$ cat src/shared/ppe_regs.vh
// Register map constants for the per-port police, queue index and VID
// replacement registers. Byte addresses are offsets within a port block.
`ifndef PPE_REGS_VH
`define PPE_REGS_VH

`define PPE_ADDR_W 12
`define PPE_OFS_POLICE 12'h80C
`define PPE_OFS_QIDX 12'h900
`define PPE_OFS_VIDREP 12'h904

`define PPE_POL_EN 0
`define PPE_POL_BLIND 1
`define PPE_POL_DROP_SRP 2
`define PPE_POL_REMAP 3
`define PPE_POL_MARK 4
`define PPE_POL_NIPC_LO 5
`define PPE_POL_NIPC_HI 6
`define PPE_POL_PORTQ 7
`define PPE_POL_PTYPE_LO 8
`define PPE_POL_PTYPE_HI 9
`define PPE_POL_DROP_ALL 10
`define PPE_POL_DROPPED 11
`define PPE_POL_MASK 32'h0000_0FFF
`define PPE_POL_RESET 32'h0000_0020

`define PPE_QIDX_MASK 32'h0000_0003
`define PPE_QIDX_RESET 32'h0000_0000
`define PPE_VIDREP_MASK 32'h0000_0001
`define PPE_VIDREP_RESET 32'h0000_0000

`define PPE_PIDX_LO 16
`define PPE_PIDX_HI 18
`define PPE_QPTR_LO 0
`define PPE_QPTR_HI 1

`endif

$ cat src/verilog/ppe_port_regs.v
// Per-port policing control, transmit queue index and VID replacement
// registers, with the decoded control outputs for the policing datapath,
// the queue scheduler register file and the egress tagger.
// Assumes a synchronous register bus in the clk_i domain with byte enables
// on a 32-bit word, and that the pointer register lives elsewhere.
//
// Functional notes
// - Bit 0 enables policing and WRED together for the port.
// - Bit 1 picks color blind when one, color aware when zero.
// - Bit 2 lets WRED drop SRP frames; clear protects them.
// - Bit 3 remaps DSCP color in color aware mode; clear uses it unchanged.
// - Bit 4 enables marking the policing color into the DSCP field.
// - Bits 6:5 give non-IP frame color in color aware mode, reset 01b.
// - Bit 7 selects per-port per-queue policing; clear shares per queue.
// - Per-queue-only rates use port index zero and apply to all ports.
// - Bits 9:8 choose monitor count: red, yellow, green or dropped.
// - Bit 10 drops all above WRED max threshold; clear uses probability.
// - Bit 11 makes color counters count only dropped frames.
// - Queue index bits 1:0 select queue for indexed registers.
// - Queue index also reachable as a byte at the word's top address.
// - Replacement bit overwrites non-zero egress VIDs with port default.
// - With double tagging, the outer service tag ID is replaced.
// - Pointer port index and queue pointer select indirect locations.
`timescale 1ns/1ps
`include "ppe_regs.vh"
`default_nettype none

module ppe_port_regs
(
  // Clock and reset
  input wire clk_i,
  input wire rst_n_i,
  // Register bus
  input wire reg_wr_i,
  input wire reg_rd_i,
  input wire [`PPE_ADDR_W-1:0] reg_addr_i,
  input wire [3:0] reg_be_i,
  input wire [31:0] reg_wdata_i,
  output reg [31:0] reg_rdata_o,
  output reg reg_ack_o,
  output reg reg_err_o,
  // Pointer register contents from the port pointer block
  input wire [31:0] port_pointer_i,
  // Policing and WRED controls
  output wire police_enable_o,
  output wire wred_enable_o,
  output wire color_blind_o,
  output wire color_aware_o,
  output wire srp_drop_allow_o,
  output wire color_remap_en_o,
  output wire dscp_color_mark_en_o,
  output wire [1:0] non_ip_frame_color_o,
  output wire per_port_policing_o,
  output wire [1:0] policing_monitor_counter_sel_o,
  output wire wred_drop_all_o,
  output wire count_dropped_only_o,
  // Indirect policing location selection
  output wire [2:0] police_port_sel_o,
  output wire [1:0] police_queue_sel_o,
  // Indexed queue register selection
  output wire [1:0] tx_queue_sel_o,
  // Egress tagger
  input wire double_tag_en_i,
  output wire vid_replace_o,
  output wire vid_replace_outer_o,
  output wire vid_replace_inner_o
);

  reg [31:0] port_police_control;
  reg [31:0] tx_queue_index;
  reg [31:0] tx_queue_vid_replace;
  reg [31:0] next_rdata;
  reg next_err;
  wire hit_pol;
  wire hit_qidx;
  wire hit_vid;
  wire [31:0] bmask;
  localparam [`PPE_ADDR_W-1:0] OFS_POL = `PPE_OFS_POLICE;
  localparam [`PPE_ADDR_W-1:0] OFS_QIDX = `PPE_OFS_QIDX;
  localparam [`PPE_ADDR_W-1:0] OFS_VID = `PPE_OFS_VIDREP;

  assign hit_pol = reg_addr_i[`PPE_ADDR_W-1:2] == OFS_POL[`PPE_ADDR_W-1:2];
  assign hit_qidx = reg_addr_i[`PPE_ADDR_W-1:2] == OFS_QIDX[`PPE_ADDR_W-1:2];
  assign hit_vid = reg_addr_i[`PPE_ADDR_W-1:2] == OFS_VID[`PPE_ADDR_W-1:2];

  // Lane 3 carries bits 7:0 so a byte access at offset 3 of the word
  // reaches the index field; lane order is big-endian within the word.
  assign bmask = {{8{reg_be_i[0]}}, {8{reg_be_i[1]}},
                  {8{reg_be_i[2]}}, {8{reg_be_i[3]}}};

  always @(posedge clk_i or negedge rst_n_i)
  begin
    if (!rst_n_i)
    begin
      port_police_control <= `PPE_POL_RESET;
      tx_queue_index <= `PPE_QIDX_RESET;
      tx_queue_vid_replace <= `PPE_VIDREP_RESET;
    end
    else if (reg_wr_i)
    begin
      // Reserved bits are masked so they can never become set.
      if (hit_pol)
        port_police_control <= ((port_police_control & ~bmask) |
          (reg_wdata_i & bmask)) & `PPE_POL_MASK;
      if (hit_qidx)
        tx_queue_index <= ((tx_queue_index & ~bmask) |
          (reg_wdata_i & bmask)) & `PPE_QIDX_MASK;
      if (hit_vid)
        tx_queue_vid_replace <= ((tx_queue_vid_replace & ~bmask) |
          (reg_wdata_i & bmask)) & `PPE_VIDREP_MASK;
    end
  end

  always @*
  begin
    next_rdata = 32'h0000_0000;
    next_err = 1'b0;
    if (hit_pol)
      next_rdata = port_police_control;
    else if (hit_qidx)
      next_rdata = tx_queue_index;
    else if (hit_vid)
      next_rdata = tx_queue_vid_replace;
    else
      next_err = 1'b1;
  end

  // Unmapped addresses read zero and raise an error flag with the ack.
  always @(posedge clk_i or negedge rst_n_i)
  begin
    if (!rst_n_i)
    begin
      reg_rdata_o <= 32'h0000_0000;
      reg_ack_o <= 1'b0;
      reg_err_o <= 1'b0;
    end
    else
    begin
      reg_ack_o <= reg_wr_i | reg_rd_i;
      reg_err_o <= (reg_wr_i | reg_rd_i) & next_err;
      reg_rdata_o <= reg_rd_i ? next_rdata : 32'h0000_0000;
    end
  end

  assign police_enable_o = port_police_control[`PPE_POL_EN];
  assign wred_enable_o = port_police_control[`PPE_POL_EN];
  assign color_blind_o = police_enable_o &
    port_police_control[`PPE_POL_BLIND];
  assign color_aware_o = police_enable_o &
    ~port_police_control[`PPE_POL_BLIND];
  assign srp_drop_allow_o = wred_enable_o &
    port_police_control[`PPE_POL_DROP_SRP];
  assign color_remap_en_o = color_aware_o &
    port_police_control[`PPE_POL_REMAP];
  assign dscp_color_mark_en_o = port_police_control[`PPE_POL_MARK];
  assign non_ip_frame_color_o =
    port_police_control[`PPE_POL_NIPC_HI:`PPE_POL_NIPC_LO];
  assign per_port_policing_o = port_police_control[`PPE_POL_PORTQ];
  assign policing_monitor_counter_sel_o =
    port_police_control[`PPE_POL_PTYPE_HI:`PPE_POL_PTYPE_LO];
  assign wred_drop_all_o = port_police_control[`PPE_POL_DROP_ALL];
  assign count_dropped_only_o =
    port_police_control[`PPE_POL_DROPPED];

  // In shared mode every port uses the rate set stored under port zero.
  assign police_port_sel_o = per_port_policing_o ?
    port_pointer_i[`PPE_PIDX_HI:`PPE_PIDX_LO] : 3'h0;
  assign police_queue_sel_o =
    port_pointer_i[`PPE_QPTR_HI:`PPE_QPTR_LO];

  assign tx_queue_sel_o = tx_queue_index[1:0];

  assign vid_replace_o = tx_queue_vid_replace[0];
  assign vid_replace_outer_o = vid_replace_o & double_tag_en_i;
  assign vid_replace_inner_o = vid_replace_o & ~double_tag_en_i;

endmodule

`default_nettype wire
$ cat config.mk
export PLATFORM = sky130hd
export DESIGN_NAME = ppe_port_regs
export DESIGN_NICKNAME = d
export VERILOG_FILES = /design/src/verilog/ppe_port_regs.v
export VERILOG_INCLUDE_DIRS = /design/src /design/src/shared
export SDC_FILE = /design/constraint.sdc
export NUM_CORES = 1
export LEC_CHECK = 0
export ABC_AREA = 1
export BUFFER_PORTS_ARGS = -buffer_cell sky130_fd_sc_hd__buf_2
export CORE_MARGIN = 5
export CORE_UTILIZATION = 35
export DETAILED_ROUTE_END_ITERATION = 16
export PLACE_DENSITY = 0.79
export SLEW_MARGIN = 20
export SYNTH_ARGS = -nofsm -noshare
export SYNTH_HDL_FRONTEND = slang
export SYNTH_SLANG_ARGS = --single-unit
$ cat constraint.sdc
create_clock -name clk_i -period 1.62 [get_ports clk_i]
set_clock_uncertainty 0.1 [all_clocks]
set_input_delay 0.243 -clock clk_i [delete_from_list [all_inputs] [get_ports clk_i]]
set_output_delay 0.243 -clock clk_i [all_outputs]
set_load 0.01 [all_outputs]
==> metrics.csv <==
metric,value,unit
status,completed,
ys.warnings.count,0,
top_layer_used,met4,
synth-edff-count,0,
num_vias,1435,
hold_viol,0,
clk_latency,0.28,ns
fmax,650,MHz
antennaDiodeCount,0,
ys_ff_latch,29,
cts_buffers,5,
drive_gt1_frac,0.357,
max_slew_margin,0.578,
synthMostInstantiatedCell,inv_1,
drt-wirelength-per-cell,11.2,um
rsz0062_at_grt,false,
gp_congestion,0.861,
netlist_top_cells_count,"52 x inv_1, 47 x nand2_1, 28 x buf_4, 28 x dfrtp_1, 15 x nand4_1",
irDropWorstVdd,0.359,mV
startpoint_type,register,
synth_cell_types,21,
maxCapViolations,0,
antenna_found_initial,0,
synthFlopType,dfrtp_1,
post-synth-top-area-cell,dfrtp_1,
fp.dieH,81.0,um
viasPerCell,4.14,
wl_met3,462,um
mappedNetlistArea,1770,sq um
crit_type,register to output port,
htreeDepth,2,
drt-met1-wl,1.50,mm
yosysSeqAreaShare,0.411,
worst_pin_slew,0.633,ns
grt_max_degree,30,
start_util,0.367,
seq_area,728,sq um
grt-ovfl-total,0,
min-delay-start,reg_wr_i,
crit_arrival,1.19,ns
hold_depth,2,
area_growth,22.0,%
place_area,2040,sq um
core_area,4820,sq um
cts_tree,yes,
cts_num_sinks,29,
yosysTopAreaCellShare,0.397,
cp-end-kind,output port,
crit_fanout,6,
slew_violations,0,
wl_met2,1.82,mm
num_rows,25,
setup_viol,0,
drt-total-wl,3.88,mm
cts_buffer_depth,2,
layout.cells.non_filler,347,
p_leak,1.28,nW
io_pins,143,
hold_path_end,reg_ack_o,
nNetsFinal,364,
drc,0,
drtPass1Iterations,4,
total_power,1.55,mW
ff2ff_path_depth,4,
tns,0,ns
reg2reg_setup_slack,0.71,ns
cts_setup_buffers,0,
final_area,2160,sq um
dieArea,6570,sq um
port-buffer-count,67,
clockRootBuffer,clkbuf_8,
grt_pass1_vias,1361,
required,1.28,ns
fp.dieW,81.0,um
place_inst,338,
antenna_left,0,
dpl.hpwl,3.06,mm
min_path_type,primary input to register,
p_per_area,719,nW/um^2
synth_area_per_cell,8.26,sq um
drt_iter0_drc,71,
grt_pass1_wl,6.00,mm
synthArstFlopShare,1.00,
syn_inst,214,
multi_input_area,667,sq um
fillerInstances,502,
layout_min_cycle_time,1.54,ns
clk_pin_slew_worst_paths,0.07,ns
synthTopCellsByArea,"dfrtp_1 40%, buf_4 12%, inv_1 11%",
fin_crit_sh,0.949,
grt_usage,0.119,
## timing repair
item                                    CTS  global route
hold buffers                              1             0
gates resized for setup                   0             1
endpoints found under the hold margin    28             0
endpoints found under the setup margin    0             1
## critical path, stage by stage, from the launching register on
cell and delay [ns]:
dfrtp_2 0.43, inv_1 0.09, nor3_1 0.22, buf_2 0.18
## layer usage
metal | vias up | track usage
li1 | 720 | -
met1 | 627 | 0.130
met2 | 78 | 0.206
met3 | 10 | 0.0443
met4 | 0 | 0.0524
met5 | - | 0
## cell usage in the layout, fill, tap and decap left out, drive strengths merged
master       netlist  routed
buf               32      70
inv               52      52
nand2             48      48
dfrtp             28      28
nor2              22      22
conb               1      20
nand4             15      15
nand3              9       9
clkbuf             0       7
o21ai              3       3
or2                1       1
o211a              1       1
nor3               1       1
dfstp              1       1
clkinv             0       1
dlygate4sd3        0       1
## per-stage QoR
stage	util	hold slack, ns	setup slack (ns)
finish	0.448	0.118	0.0820
global route	0.448	0.123	0.0173
CTS	0.447	0.112	0.0264
detailed placement	0.424	0.201	0.143
global placement	0.424	0.192	0.181
floorplan	-	-0.153	0.432
## report_power, final
part	leakage (nW)	internal [mW]	switching, mW
Clock	0.0542	0.383	0.263
Combinational	0.898	0.0586	0.112
Sequential	0.332	0.730	0.00273
Total	1.28	1.17	0.378
## cell families (layout without fill, tap and decap cells)
kind of cell | Yosys count | count (layout) | synth area share
flops | 29 | 29 | 0.411
compound gates | 4 | 4 | 0.0142
buf+inv | 84 | 131 | 0.253
other cells | 1 | 20 | 0.00212
simple gates | 96 | 96 | 0.319
## final cells by class
class                   count  share of cell area
flip-flops and latches     29               0.338
multi-input cells         120               0.309
repair buffers             71               0.176
inverters                  52              0.0905
clock buffers               7              0.0447
well taps                  67              0.0389
clock inverters             1             0.00232
## how the worst max path moves through the flow
stage                               from                to  slack (ns)  depth (start not counted)
after floorplan           reg_addr_i[11]          register        0.43                          7
after global placement     reg_addr_i[5]          register        0.18                          9
after detailed placement   reg_addr_i[5]          register        0.14                          9
after CTS                       register  color_remap_en_o        0.03                          3
after global routing            register  color_remap_en_o        0.02                          3
final                           register  color_remap_en_o        0.08                          3
(Power assumes the default switching activity.)
